### config.mk
export PLATFORM = sky130hd
export DESIGN_NAME = cdr_lock_detector
export DESIGN_NICKNAME = d
export VERILOG_FILES = /design/src/logic/cdr_lock_pkg.sv /design/src/logic/cdr_lock_detector.sv
export SDC_FILE = /design/constraint.sdc
export NUM_CORES = 1
export LEC_CHECK = 0
export BUFFER_PORTS_ARGS = -buffer_cell sky130_fd_sc_hd__buf_2
export CORE_MARGIN = 10
export CORE_UTILIZATION = 30
export CTS_CLUSTER_DIAMETER = 40
export DETAILED_ROUTE_END_ITERATION = 6
export PLACE_DENSITY = 0.48
export RECOVER_POWER = 100
export SLEW_MARGIN = 20
export SYNTH_ARGS = -nofsm -noshare
export SYNTH_HDL_FRONTEND = slang
export SYNTH_SLANG_ARGS = --single-unit
### constraint.sdc
create_clock -name clk_in -period 8.2 [get_ports clk_in]
set_input_delay 1.64 -clock clk_in [delete_from_list [all_inputs] [get_ports clk_in]]
set_output_delay 1.64 -clock clk_in [all_outputs]
set_load 0.005 [all_outputs]
### src/logic/cdr_lock_pkg.sv
// Constants and types shared by the reclocker frequency-acquisition logic.
// Assumes the serial host register file lives outside and feeds the fields in.
package cdr_lock_pkg;

  localparam int CHANNELS = 4;

  // Reference-control register field holding the global reference divider
  localparam int RFD_LSB = 1;
  localparam int RFD_MSB = 3;

  // Lock-window control register layout and its power-up value
  localparam int ACQ_LSB = 5;
  localparam int NARROW_LSB = 1;
  localparam int WIDE_BIT = 0;
  localparam logic [7:0] WINDOW_CTRL_DEFAULT = 8'ha8;

  // Comparison frequency limits, kept by the host through divider choice
  localparam real CMP_FREQ_MIN_MHZ = 10.0;
  localparam real CMP_FREQ_MAX_MHZ = 25.0;

  // Averaging interval is 1 << (BASE + acquisition setting) scaled-reference periods
  localparam int INTERVAL_BASE_SHIFT = 4;
  localparam int WIN_CNT_W = 12;
  localparam int VCO_CNT_W = 13;

  typedef struct packed {
    logic [2:0] acq;
    logic [3:0] narrow;
    logic wide;
  } window_cfg_t;

  typedef enum logic {st_acquire, st_locked} lock_state_t;

  // Reference divider code to divide ratio; unused code falls back to 1
  function automatic logic [5:0] rfd_ratio(input logic [2:0] code);
    case (code)
      3'h0: rfd_ratio = 6'h01;
      3'h1: rfd_ratio = 6'h02;
      3'h2: rfd_ratio = 6'h04;
      3'h3: rfd_ratio = 6'h08;
      3'h4: rfd_ratio = 6'h0c;
      3'h5: rfd_ratio = 6'h10;
      3'h6: rfd_ratio = 6'h20;
      default: rfd_ratio = 6'h01;
    endcase
  endfunction

endpackage

### src/logic/cdr_lock_detector.sv
// Per-channel frequency window detector and secondary loop control, four channels.
// Assumes slowed reference and VCO tick levels arriving asynchronously on pins,
// and divider/window settings driven from the host register file.
`timescale 1ns/100ps
`default_nettype none

module cdr_lock_detector import cdr_lock_pkg::*; (
  input wire logic clk_in, // 40 MHz system clock
  input wire logic rst_n_in, // Synchronous reset, active low
  input wire logic ref_tick_in, // Reference tick level from pin
  input wire logic [CHANNELS-1:0] vco_tick_in, // Prescaled VCO tick levels
  input wire logic [7:0] reference_clock_control_in, // Global reference control register
  input wire logic [CHANNELS-1:0][7:0] channel_vco_compare_divider_in, // Per-channel VCO divider
  input wire logic [CHANNELS-1:0][7:0] lock_window_control_in, // Per-channel window control
  input wire logic [CHANNELS-1:0] activity_loss_flag_in, // Loss of activity, same clock
  input wire logic [CHANNELS-1:0] soft_reset_in, // Per-channel soft reset, level
  output logic [CHANNELS-1:0] lock_alarm_bit_out, // Lock loss alarm, active high
  output logic [CHANNELS-1:0] lock_loss_pin_n_out, // Open-drain lock loss pin data
  output logic [CHANNELS-1:0] lock_loss_pin_n_oe_out, // Pin drive enable, high pulls low
  output logic [CHANNELS-1:0] fll_enable_out // Secondary frequency loop enable
);

  function automatic logic [VCO_CNT_W-1:0] abs_diff(input logic [VCO_CNT_W-1:0] a,
                                                   input logic [VCO_CNT_W-1:0] b);
    abs_diff = (a > b) ? a - b : b - a;
  endfunction

  // Synchronisers; only the second stage and beyond are looked at
  logic ref_meta_q, ref_sync_q, ref_last_q;
  logic [CHANNELS-1:0] vco_meta_q, vco_sync_q, vco_last_q;

  always_ff @(posedge clk_in) begin
    if (!rst_n_in) begin
      ref_meta_q <= 1'b0;
      ref_sync_q <= 1'b0;
      ref_last_q <= 1'b0;
      vco_meta_q <= '0;
      vco_sync_q <= '0;
      vco_last_q <= '0;
    end else begin
      ref_meta_q <= ref_tick_in;
      ref_sync_q <= ref_meta_q;
      ref_last_q <= ref_sync_q;
      vco_meta_q <= vco_tick_in;
      vco_sync_q <= vco_meta_q;
      vco_last_q <= vco_sync_q;
    end
  end

  logic ref_rise;
  logic [CHANNELS-1:0] vco_rise;
  assign ref_rise = ref_sync_q & ~ref_last_q;
  assign vco_rise = vco_sync_q & ~vco_last_q;

  // Global reference divider feeding every channel
  logic [5:0] ref_div_q;
  logic [5:0] ref_ratio;
  logic scaled_ref_freq;
  assign ref_ratio = rfd_ratio(reference_clock_control_in[RFD_MSB:RFD_LSB]);
  assign scaled_ref_freq = ref_rise && (ref_div_q >= ref_ratio - 6'h01);

  always_ff @(posedge clk_in) begin
    if (!rst_n_in) begin
      ref_div_q <= '0;
    end else if (scaled_ref_freq) begin
      ref_div_q <= '0;
    end else if (ref_rise) begin
      ref_div_q <= ref_div_q + 6'h01;
    end
  end

  window_cfg_t [CHANNELS-1:0] cfg;
  logic [CHANNELS-1:0][7:0] vco_div_q;
  logic [CHANNELS-1:0] scaled_vco_freq;
  logic [CHANNELS-1:0][WIN_CNT_W-1:0] win_cnt_q;
  logic [CHANNELS-1:0][WIN_CNT_W-1:0] interval_len;
  logic [CHANNELS-1:0][VCO_CNT_W-1:0] vco_cnt_q;
  logic [CHANNELS-1:0][VCO_CNT_W-1:0] vco_total;
  logic [CHANNELS-1:0][VCO_CNT_W-1:0] freq_diff;
  logic [CHANNELS-1:0][VCO_CNT_W-1:0] narrow_cnt;
  logic [CHANNELS-1:0][VCO_CNT_W-1:0] wide_cnt;
  logic [CHANNELS-1:0] interval_end;
  lock_state_t [CHANNELS-1:0] state_q;

  always_comb begin
    for (int c = 0; c < CHANNELS; c++) begin
      cfg[c] = window_cfg_t'(lock_window_control_in[c]);
      // A divider value of zero wraps through all 256 counts
      scaled_vco_freq[c] = vco_rise[c] && (vco_div_q[c] == channel_vco_compare_divider_in[c] - 8'h01);
      interval_len[c] = WIN_CNT_W'(1) << (INTERVAL_BASE_SHIFT + int'(cfg[c].acq));
      interval_end[c] = scaled_ref_freq && (win_cnt_q[c] == interval_len[c] - WIN_CNT_W'(1));
      vco_total[c] = (scaled_vco_freq[c] && !(&vco_cnt_q[c])) ? vco_cnt_q[c] + VCO_CNT_W'(1) : vco_cnt_q[c];
      freq_diff[c] = abs_diff(vco_total[c], VCO_CNT_W'(interval_len[c]));
      narrow_cnt[c] = VCO_CNT_W'(cfg[c].narrow);
      // Wide select trades a tight 1.5x margin against a 4x one
      wide_cnt[c] = cfg[c].wide ? narrow_cnt[c] << 2 : narrow_cnt[c] + (narrow_cnt[c] >> 1);
    end
  end

  always_ff @(posedge clk_in) begin
    for (int c = 0; c < CHANNELS; c++) begin
      if (!rst_n_in || soft_reset_in[c]) begin
        vco_div_q[c] <= '0;
      end else if (scaled_vco_freq[c]) begin
        vco_div_q[c] <= '0;
      end else if (vco_rise[c]) begin
        vco_div_q[c] <= vco_div_q[c] + 8'h01;
      end
    end
  end

  // Averaging counters restart every interval
  always_ff @(posedge clk_in) begin
    for (int c = 0; c < CHANNELS; c++) begin
      if (!rst_n_in || soft_reset_in[c] || interval_end[c]) begin
        win_cnt_q[c] <= '0;
        vco_cnt_q[c] <= '0;
      end else begin
        vco_cnt_q[c] <= vco_total[c];
        if (scaled_ref_freq) begin
          win_cnt_q[c] <= win_cnt_q[c] + WIN_CNT_W'(1);
        end
      end
    end
  end

  // Hysteresis between the narrow and wide windows
  always_ff @(posedge clk_in) begin
    for (int c = 0; c < CHANNELS; c++) begin
      if (!rst_n_in || soft_reset_in[c]) begin
        state_q[c] <= st_acquire;
      end else if (interval_end[c]) begin
        case (state_q[c])
          st_acquire: begin
            // Without activity the loop stays on so the VCO holds the reference
            if (freq_diff[c] <= narrow_cnt[c] && !activity_loss_flag_in[c]) begin
              state_q[c] <= st_locked;
            end
          end
          st_locked: begin
            if (freq_diff[c] > wide_cnt[c]) begin
              state_q[c] <= st_acquire;
            end
          end
          default: state_q[c] <= st_acquire;
        endcase
      end
    end
  end

  always_comb begin
    for (int c = 0; c < CHANNELS; c++) begin
      lock_alarm_bit_out[c] = (state_q[c] == st_acquire);
      fll_enable_out[c] = (state_q[c] == st_acquire);
      lock_loss_pin_n_oe_out[c] = (state_q[c] == st_acquire);
    end
  end
  assign lock_loss_pin_n_out = '0;

  for (genvar g = 0; g < CHANNELS; g++) begin : g_chk

  end
endmodule

`default_nettype wire

**Word-level counts from Yosys, hierarchy flattened**

Index checks and enable logic that the tools add are counted.

- Bits in registers: 157
- Bits in latches: 0
- Bits in writable memories: 0
- Bits in read-only memories: 0
- Input bits: 87
- Output and inout bits: 16
- Logic and storage cells: 169
- Memories kept: 0

- Add/sub/neg operators: 38
- Multiply operators: 0
- Div/mod/pow operators: 0
- $lt $le $gt $ge: 13
- Equal/unequal tests: 14
- Shift operators: 4
- Mux-type cells: 25
- Bitwise gates (word level): 9
- Reduce and logical (&&, ||, !) cells: 43

Operators by type and width:

| kind | count |
|---|---|
| $mux W13 | 8 |
| $add A13 B1 Y13 const B | 4 |
| $gt A13 B12 Y1 | 4 |
| $gt A13 B6 Y1 | 4 |
| $le A13 B4 Y1 | 4 |
| $reduce_and A13 Y1 | 4 |
| $sub A12 B13 Y13 | 4 |
| $sub A13 B12 Y13 | 4 |
| $add A12 B1 Y12 const B | 4 |
| $eq A12 B12 Y1 | 4 |
| $shl A1 B4 Y12 const A | 4 |
| $sub A12 B1 Y12 const B | 4 |
| $pmux W6 S6 | 1 |
| $add A8 B1 Y8 const B | 4 |
| $eq A8 B8 Y1 | 4 |
| $sub A8 B1 Y8 const B | 4 |
| $mux W6 | 4 |
| $add A4 B3 Y5 | 4 |
| $logic_and A1 B1 Y1 | 17 |
| $add A3 B3 Y4 const A | 4 |
| $reduce_or A2 Y1 | 5 |
| $eq A3 B3 Y1 const B | 3 |
| $logic_not A1 Y1 | 9 |
| $logic_or A1 B1 Y1 | 8 |
| 11 further kinds | 27 |

**Longest topological paths before layout**

Gate-level depths: netlist (run 1).

- Depth in word-level cells: 11
- Gate-level depth with buffers: 33
- Gate-level depth less buffers: 32

**Least setup slack after synthesis (run 1)**

OpenSTA, ideal clock, no wires.

- Path kind: input to register
- Start: input port channel_vco_compare_divider_in[0] in the netlist's numbering
- End: register state_q[0] in the netlist's numbering
- Arrival time: 8.003 ns
- Setup slack: 0.128 ns
- Stages: 32
- Path buffers: 2
- Cell sequence: inv_1 -> ha_1 -> or3b_1 -> or4_1 -> a211o_1 -> a211oi_4 -> nand2_1 -> nor2_1 -> and3_1 -> nand3_1 -> xor2_1 -> inv_1 -> ha_1 -> buf_2 -> a21oi_1 -> nor2b_1 -> a2111oi_0 -> o21ai_2 -> o21ai_4 -> buf_6 -> mux2_2 -> ha_1 -> nor2b_1 -> o21ai_0 -> nand2b_1 -> a21oi_1 -> a41o_1 -> nand3_1 -> nor4_2 -> o221ai_1 -> or4_1 -> o21ai_1

RTL lines:

| item | RTL line | RTL |
|---|---|---|
| start: declaration | cdr_lock_detector.sv:13 | `input wire logic [CHANNELS-1:0][7:0] channel_vco_compare_divider_in,` |
| end signal: indexed assignment | cdr_lock_detector.sv:131 | `state_q[c] <= st_acquire;` |
| end signal: indexed assignment | cdr_lock_detector.sv:137 | `state_q[c] <= st_locked;` |
| end signal: indexed assignment | cdr_lock_detector.sv:142 | `state_q[c] <= st_acquire;` |
| end: declaration | cdr_lock_detector.sv:83 | `lock_state_t [CHANNELS-1:0] state_q;` |

**Worst setup path in the final report (run 1)**

- Start: input port channel_vco_compare_divider_in[0] in the netlist's numbering
- End: register state_q[0] in the netlist's numbering

- Cells in the longest elaborated chain, start to end: 11
- Elaborated cells on any way between the ends: 15
- Classes of those cells: 3 x add/sub; 3 x order compare; 1 x eq/ne; 5 x mux; 3 x reduce/logical

Ends and longest elaborated chain:

| item | RTL line | RTL |
|---|---|---|
| $sub A8 B1 Y8 (*) | cdr_lock_detector.sv:89 | `scaled_vco_freq[c] = vco_rise[c] && (vco_div_q[c] == channel_vco_compare_divider_in[c] - 8'h01);` |
| $eq A8 B8 Y1 (*) | cdr_lock_detector.sv:89 |  |
| $logic_and A1 B1 Y1 (*) | cdr_lock_detector.sv:89 |  |
| $logic_and A1 B1 Y1 (*) | cdr_lock_detector.sv:92 | `vco_total[c] = (scaled_vco_freq[c] && !(&vco_cnt_q[c])) ? vco_cnt_q[c] + VCO_CNT_W'(1) : vco_cnt_q[c];` |
| $mux W13 (*) | cdr_lock_detector.sv:92 |  |
| $sub A12 B13 Y13 (tied with other cells) | cdr_lock_detector.sv:25 | `abs_diff = (a > b) ? a - b : b - a;` |
| $mux W13 (*) | cdr_lock_detector.sv:25 |  |
| $le A13 B4 Y1 | cdr_lock_detector.sv:136 | `if (freq_diff[c] <= narrow_cnt[c] && !activity_loss_flag_in[c]) begin` |
| $logic_and A1 B1 Y1 | cdr_lock_detector.sv:136 |  |
| $mux W1 | cdr_lock_detector.sv:136 |  |
| $pmux W1 S2 (*) | cdr_lock_detector.sv:133 | `case (state_q[c])` |

Every way passes the cells marked *; elsewhere a longest branch is shown, timed or not.
A chain may end at the register's enable or synchronous reset.

==> flow_metrics.tcl, run 1 <==
set metrics [dict create \
    status "finished, final reports clean" \
    setup_viol 0 \
    r2r_setup_slack_ps 1700 \
    cts_hold_buf 0 \
    cts_sinks 157 \
    wire_per_inst_um 13.4 \
    synth.area.top_cells "dfxtp_1 (21%), ha_1 (15%), xor2_1 (6.6%)" \
    vias 13466 \
    synth_top_cell_area_share 0.208 \
    cpMostUsedCell "buf_4" \
    timing.fmax_ghz 0.129 \
    syn-instance-count 1941 \
    hpwl_um 30100 \
    layout-drive-gt1-share 0.110 \
    setup_slack_ps 437 \
    crit_family "simple AND/OR/NAND/NOR gates" \
    p_per_area_nw_per_um2 114 \
    p_leak_nw 7.84 \
    synth_area_um2 15100 \
    io_pins 103 \
    dr.pass1.iters 5 \
    tns_ps 0 \
    clk_pin_slew_ps 70 \
    numPortBuffers 93 \
    antenna_found_initial 1 \
    rsz0062_at_grt "false" \
    fin_nets 2382 \
    drt_iter0_drc 594 \
    rows 82 \
    max_stage_delay_ps 540 \
    slew-limit-headroom 0.218 \
    ant_nets 0 \
    r2r-end "state_q[3]" \
    finalCritPeriodShare 0.947 \
    post_dp_cell_area_um2 16900 \
    cts_tree "built" \
    synthArstFlopShare 0 \
    arrival_ps 8160 \
    floorplan.initialDensity 0.302 \
    grt_pass1_wl_um 63000 \
    final_cells 2795 \
    yosysSeqAreaShare 0.208 \
    dieArea_um2 59700 \
    finalPower_mw 1.99 \
    grt_pass1_vias 13226 \
    viasPerCell 4.82 \
    crit_required_ps 8600 \
    worstSetupPathDepth 32 \
    synth-seq-cells 157 \
    worstMarginPinSlew_ps 1170 \
    worstSkewPairLatency_ps 470 \
    dieHeight_um 244 \
    reg2reg_depth 28 \
    post_cts_buffers 0 \
    grt_max_degree 27 \
    min_period_ps 7760 \
    overflow 0 \
    cp-startpoint "channel_vco_compare_divider_in[0]" \
    die_x_um 244 \
    synth_area_per_cell_um2 7.78 \
    endpoint "state_q[0]" \
    clockBufferDepth 2 \
    cp_max_fo 4 \
    critPathCaptureType "flip-flop" \
    htreeDepth 4 \
    design_area_um2 17500 \
    critPathLaunchType "input port" \
    critPathSlowestCell "or4b_1" \
    ir_drop_v 0.000104 \
    wirelength_um 37500 \
    ys_types 86 \
    placed_cells 2761 \
    hold_slack_ps 434 \
    hold_viol 0 \
    crit_type "in -> reg" \
    max_cap_viol_count 0 \
    r2r_start "vco_sync_q[3]" \
    fp.coreArea_um2 50000 \
    synth_edf_count 0 \
    pre_cts_slack_ps -85.2 \
    final_util 0.349 \
    drv_slew 0 \
    yosys.area.top_type "dfxtp_1" \
    numCtsBuffers 17 \
    crit_buf_inv 6 \
    hold_path.class "reg -> reg" \
    grt_usage 0.125 \
    clockRootBuffer "clkbuf_16" \
    place.gp.congestion 0.850 \
    ys.flop_type "dfxtp_1" \
    area_delta_synth_final_pct 15.6 \
    drc_errors 0 \
    fin_worst_skew_ps 18.3 \
    synth-warning-count 0 \
]
## area by class of cell
cell class | instances | area (um2)
repair buffers | 182 | 1100
inverters | 136 | 510
clock buffers | 18 | 429
diodes | 2 | 5.00
fillers | 5358 | 32500
clock inverters | 14 | 153
flip-flops and latches | 157 | 3140
multi-input cells | 1614 | 11300
well taps | 672 | 841
## how the worst min path moves through the flow
| stage | slack (ps) | cells past startpoint | startpoint | to |
|---|---|---|---|---|
| after global placement | 420 | 1 | ref_meta_q | ref_sync_q |
| after global routing | 450 | 1 | vco_meta_q[3] | vco_sync_q[3] |
| after CTS | 440 | 1 | vco_meta_q[3] | vco_sync_q[3] |
| final | 430 | 1 | vco_meta_q[3] | vco_sync_q[3] |
| after detailed placement | 430 | 1 | vco_meta_q[3] | vco_sync_q[3] |
| after floorplan | 410 | 1 | ref_meta_q | ref_sync_q |
## registers in the layout, summed over array words and instances (netlist names)
signal	cells
state_q	4
ref_div_q	6
vco_meta_q	4
ref_sync_q	1
vco_sync_q	4
vco_cnt_q	52
vco_div_q	32
win_cnt_q	48
vco_last_q	4
ref_meta_q	1
ref_last_q	1
## cell usage in the layout (no fill, tap or decap), types with 10 or more instances in the layout
master and n:
nand3b_1 10, nand2b_1 29, mux2i_1 39, nor2_1 247
buf_4 85, nand3_1 76, o21bai_1 13, a21o_1 42
nor2b_1 48, nor3_1 46, clkbuf_1 17, or3_1 13
fa_1 12, and3_1 35, a31oi_1 11, inv_1 136
xnor2_1 95, or4_1 12, a211o_1 10, nand4_1 49
clkbuf_16 17, nand2_1 117, and2_1 21, a21oi_1 92
conb_1 45, xor2_1 113, o21a_1 15, ha_1 175
buf_2 80, dfxtp_1 157, o21ai_0 67
## per-layer routing
layer | GRT usage | vias up | part of all wire
li1 | - | 7031 | -
met1 | 0.158 | 6253 | 0.49
met2 | 0.211 | 149 | 0.47
met3 | 0.0263 | 33 | 0.029
met4 | 0.0382 | 0 | 0.014
met5 | 0 | - | 0
## report_power, final
| part | switching (mW) | total (mW) | internal (mW) |
|---|---|---|---|
| combinational | 0.229 | 0.414 | 0.185 |
| sequential | 0.00212 | 0.768 | 0.766 |
| clock | 0.376 | 0.805 | 0.429 |
## cells by family (layout without fill, tap and decap cells)
kind of cell | after synthesis | count (layout) | share of synthesized area
compound gates | 357 | 357 | 0.160
xor+xnor | 211 | 211 | 0.125
fa+ha+maj | 197 | 197 | 0.168
buf+inv | 213 | 350 | 0.0570
flops | 157 | 157 | 0.208
mux | 46 | 46 | 0.0309
other cells | 2 | 47 | 0.000498
simple gates | 758 | 758 | 0.251
## timing repair
item                       CTS  global route
resized for setup            0             6
setup endpoints to repair    0             2
hold endpoints to repair     0             0
## synth_stat cells (48+ instances only)
cell	n
nand2_1	117
dfxtp_1	157
nand4_1	49
o21ai_0	65
nor2b_1	48
nor2_1	247
nand3_1	76
xor2_1	113
inv_1	136
a21oi_1	92
clkbuf_1	55
ha_1	175
xnor2_1	95
Note: power is estimated with default switching activity, not from simulation.
==> inputs of run 2 (changes only) <==
Settings changed: MAX_ROUTING_LAYER set to met4.
==> run 2 against run 1 <==
- power about the same
- die area unchanged
- largest power group unchanged
- clock-buffer cell count stayed put
- clock power barely moved
- largest cell class unchanged
==> flow_metrics.tcl, run 2 (synthesized netlist as in run 1, its figures left out) <==
set metrics [dict create \
    holdPathStages 1 \
    final_common_cell "nor2_1" \
    ant_nets 0 \
    grt_pass1_wl_um 63100 \
    grt_usage 0.129 \
    hold_viol 0 \
    setup_viol 0 \
    p_per_area_nw_per_um2 114 \
    numCtsBuffers 17 \
    area_delta_synth_final_pct 15.6 \
    max_cap_viol_count 0 \
    fin_nets 2382 \
    crit_type "in -> reg" \
    grt_pass1_vias 13221 \
    status "finished, final reports clean" \
    fp.coreArea_um2 50000 \
    numPortBuffers 93 \
    layout_common_cells "nor2_1 (247), ha_1 (175), dfxtp_1 (157), inv_1 (136), nand2_1 (117)" \
    overflow 0 \
    cts_tree "built" \
    hpwl_um 30100 \
    crit_required_ps 8600 \
    r2r_setup_slack_ps 1710 \
    clk_pin_slew_ps 70 \
    clockRootBuffer "clkbuf_16" \
    dr.pass1.iters 5 \
    rsz0062_at_grt "false" \
    cts_sinks 157 \
    arrival_ps 8160 \
    dieHeight_um 244 \
    cp_max_fo 4 \
    hold_path.class "reg -> reg" \
    min_to "vco_sync_q[3]" \
    drt_iter0_drc 603 \
    drc_errors 0 \
    r2r-end "state_q[3]" \
    io_pins 103 \
    finalCritPeriodShare 0.946 \
    die_x_um 244 \
    floorplan.initialDensity 0.302 \
    place.gp.congestion 0.863 \
    slew-limit-headroom 0.226 \
    layout-drive-gt1-share 0.110 \
    hold_start "vco_meta_q[3]" \
    wire_per_inst_um 13.4 \
    regMostFlops "vco_cnt_q" \
    fin_worst_skew_ps 16.4 \
    r2r_start "vco_sync_q[3]" \
    cts_hold_buf 0 \
    largest_reg_flops 52 \
    rows 82 \
    max_stage_delay_ps 540 \
    viasPerCell 4.81 \
    min_period_ps 7760 \
    antenna_found_initial 1 \
    grt_max_degree 27 \
    ir_drop_v 0.000104 \
    cpMostUsedCell "buf_4" \
    wirelength_um 37400 \
    worstSkewPairLatency_ps 470 \
    p_leak_nw 7.84 \
    tns_ps 0 \
    final_util 0.349 \
    critPathCaptureType "flip-flop" \
    reg_top3 "vco_cnt_q (52), win_cnt_q (48), vco_div_q (32)" \
    critPathSlowestCell "or4b_1" \
    dieArea_um2 59700 \
    reg2reg_depth 28 \
    htreeDepth 4 \
    critPathLaunchType "input port" \
    vias 13452 \
    worstMarginPinSlew_ps 1160 \
    drv_slew 0 \
    timing.fmax_ghz 0.129 \
    clockBufferDepth 2 \
]
run 2: layer usage:
metal	up-vias	GRT usage	share of wire
met1	6241	0.158	0.49
met2	151	0.211	0.47
met4	0	0.0382	0.014
met3	32	0.0263	0.030
li1	7028	-	-
met5	-	-	0
run 2: final cells by class:
cell class | instances | area [um2]
clock buffers | 18 | 429
clock inverters | 14 | 153
inverters | 136 | 510
fillers | 5358 | 32500
flip-flops and latches | 157 | 3140
well taps | 672 | 841
repair buffers | 182 | 1100
diodes | 2 | 5.00
multi-input cells | 1614 | 11300
run 2: how the worst max path moves through the flow:
stage                                      start    endpoint  cells past startpoint
6_report       channel_vco_compare_divider_in[0]  state_q[0]                     32
5_1_grt        channel_vco_compare_divider_in[0]  state_q[0]                     32
4_1_cts        channel_vco_compare_divider_in[0]  state_q[0]                     32
3_5_place_dp   channel_vco_compare_divider_in[0]  state_q[0]                     32
3_3_place_gp   channel_vco_compare_divider_in[0]  state_q[0]                     30
2_1_floorplan  channel_vco_compare_divider_in[0]  state_q[0]                     32
run 2: stage by stage:
step	instance area (um2)	hold slack [ps]	cells	power [mW]	setup WS (ps)
3_5_place_dp	16900	425	2761	1.20	-85.2
3_3_place_gp	16900	417	2761	1.19	-51.4
6_report	17500	435	2795	1.99	444
2_1_floorplan	15300	412	1984	1.08	128
5_1_grt	17400	450	2794	2.11	1.33
4_1_cts	17500	441	2793	2.03	425
run 2: power breakdown:
part | switching (mW) | internal [mW] | leakage (nW)
sequential | 0.00212 | 0.766 | 1.27
clock | 0.376 | 0.429 | 0.280
combinational | 0.228 | 0.185 | 6.30
total | 0.606 | 1.38 | 7.84
run 2: what timing repair did:
action                                  4_1_cts  5_1_grt
endpoints found under the setup margin        0        2
buffers inserted                              0        0
resized for setup                             0        6
run 2: critical path: cells and delay by family:
family          cells  cell delay (ps)
simple gates        9             2560
compound gates     12             2100
buf+inv             6              720
fa+ha+maj           3              670
xor+xnor            2              450
==> inputs of run 3 (changes only) <==
Settings changed: PLACE_DENSITY 0.48 to 0.46.
Clock period 8.2 ns to 8.45 ns, I/O delays scaled along.
==> run 3 against run 2 <==
- via count is 1.4% lower
- hold slack about the same
- cell area is 1.5% lower
- flip-flop and latch count unchanged
- clock power shrank 0.5%
- sequential power down 3.0%
- sequential share of layout area increased by 0.27 points
- power is 2.3% lower
- non-clock buffer count decreased by 35
- register-to-register slack got worse by 100 ps
- critical path type unchanged
- largest cell class unchanged
- highest routed layer unchanged
==> flow_metrics.tcl, run 3 (synthesized netlist as in run 1, its figures left out) <==
set metrics [dict create \
    status "finished, final reports clean" \
    setup_viol 0 \
    p_sw_mw 0.580 \
    seqPwrFrac 0.384 \
    dr.pass1.iters 5 \
    hpwl_um 30500 \
    final_common_cell "nor2_1" \
    rsz0062_at_grt "false" \
    max_cap_viol_count 0 \
    floorplan.initialDensity 0.302 \
    viasPerCell 4.81 \
    tns_ps 0 \
    rows 82 \
    use_met1 0.163 \
    worstMarginPinSlew_ps 1310 \
    power_frac_comb 0.203 \
    cts_tree "built" \
    clock_power_share 0.413 \
    critPathSlowestCell "or4_1" \
    clockBufferDepth 2 \
    ctsResizeCount 0 \
    cp-startpoint "channel_vco_compare_divider_in[17]" \
    worstSkewPairLatency_ps 450 \
    clockRootBuffer "clkbuf_16" \
    overflow 0 \
    swShare 0.299 \
    cts_sinks 157 \
    grt_pass1_vias 12899 \
    hold_path.class "reg -> reg" \
    timing.fmax_ghz 0.127 \
    crit_required_ps 8800 \
    numPortBuffers 93 \
    min_period_ps 7850 \
    arrival_ps 8200 \
    p_leak_nw 7.68 \
    vias 13263 \
    hold_start "vco_meta_q[2]" \
    drv_slew 0 \
    p_per_area_nw_per_um2 113 \
    layout-drive-gt1-share 0.0935 \
    finalCritPeriodShare 0.929 \
    grt_pass1_wl_um 63200 \
    fin_nets 2347 \
    clk_pin_slew_ps 60 \
    use_met2 0.209 \
    max_stage_delay_ps 590 \
    cts_hold_buf 0 \
    r2r_start "vco_sync_q[3]" \
    io_pins 103 \
    numCtsBuffers 17 \
    die_x_um 244 \
    crit_type "in -> reg" \
    ant_nets 0 \
    antenna_found_initial 4 \
    critPathLaunchType "input port" \
    fin_worst_skew_ps 16.1 \
    largest_reg_flops 52 \
    drc_errors 0 \
    wirelength_um 37900 \
    drt_iter0_drc 570 \
    p_int_mw 1.36 \
    fp.coreArea_um2 50000 \
    ir_drop_v 0.000125 \
    regMostFlops "vco_cnt_q" \
    htreeDepth 4 \
    area_delta_synth_final_pct 13.9 \
    place.gp.congestion 0.857 \
    dieArea_um2 59700 \
    slew-limit-headroom 0.121 \
    post_cts_buffers 0 \
    grt_max_degree 27 \
    critPathCaptureType "flip-flop" \
    hold_viol 0 \
    wire_per_inst_um 13.7 \
    cp_max_fo 11 \
    reg_top3 "vco_cnt_q (52), win_cnt_q (48), vco_div_q (32)" \
    finalPower_mw 1.94 \
    grt_usage 0.129 \
    dieHeight_um 244 \
    layout_common_cells "nor2_1 (247), ha_1 (175), dfxtp_1 (157), inv_1 (136), nand2_1 (117)" \
    grt_use_met3 0.0214 \
    top_usage_layer "met2" \
]
## run 3: cell types whose count changed in the layout (fill, tap and decap cells not counted), moves of 2 or more
cell,before,now
and2_0,7,4
and2_1,21,25
buf_4,85,50
clkbuf_1,17,15
clkinvlp_4,2,5
mux2_1,0,2
mux2_2,5,3
mux2i_1,39,41
mux2i_2,2,0
## run 3: critical path, delay by kind of cell
kind                     cells  cell delay (ps)
buffers and inverters        4              610
AND/OR/NAND/NOR              9             2330
XOR/XNOR                     1              270
AO/OA/AOI/OAI               14             2150
multiplexers                 2              630
adder cells (fa/ha/maj)      2              520
## run 3: power by group through the flow
stage / sequential, mW / combinational (mW) / clock [mW]
floorplan: 0.762 / 0.285 / 0
global placement: 0.762 / 0.388 / 0
detailed placement: 0.762 / 0.394 / 0
CTS: 0.745 / 0.397 / 0.840
global route: 0.745 / 0.450 / 0.868
finish: 0.745 / 0.394 / 0.801
## run 3: cell type report
cell class	instances	area, um2
Antenna cell	2	5.00
Clock buffer	17	425
Clock inverter	15	175
Fill cell	5377	32800
Inverter	136	510
Multi-Input combinational cell	1614	11200
Sequential cell	157	3140
Tap cell	672	841
Timing Repair Buffer	147	841
## run 3: path summary, 6_finish.rpt
path | end | slack, ps | depth (start not counted)
setup reg to reg | state_q[3] | 1610 | 28
setup / recovery | state_q[2] | 600 | 32
hold reg to reg | vco_sync_q[2] | 440 | 1
hold / removal | vco_sync_q[2] | 440 | 1
## run 3: routing by layer
layer | up-vias | routed length [um]
met3 | 22 | 1010
met2 | 146 | 17600
met1 | 6120 | 18700
met4 | 0 | 487
met5 | - | 0
li1 | 6975 | -
## run 3: metrics by stage
step / hold slack (ps) / instances / cell area [um2] / util / worst slack, ps
4_1_cts: 438 / 2758 / 17200 / 0.345 / 589
3_3_place_gp: 416 / 2726 / 16600 / 0.333 / 233
3_5_place_dp: 420 / 2726 / 16600 / 0.333 / 144
2_1_floorplan: 412 / 1984 / 15300 / - / 328
6_report: 435 / 2760 / 17200 / 0.344 / 597
5_1_grt: 459 / 2760 / 17200 / 0.344 / 3.45
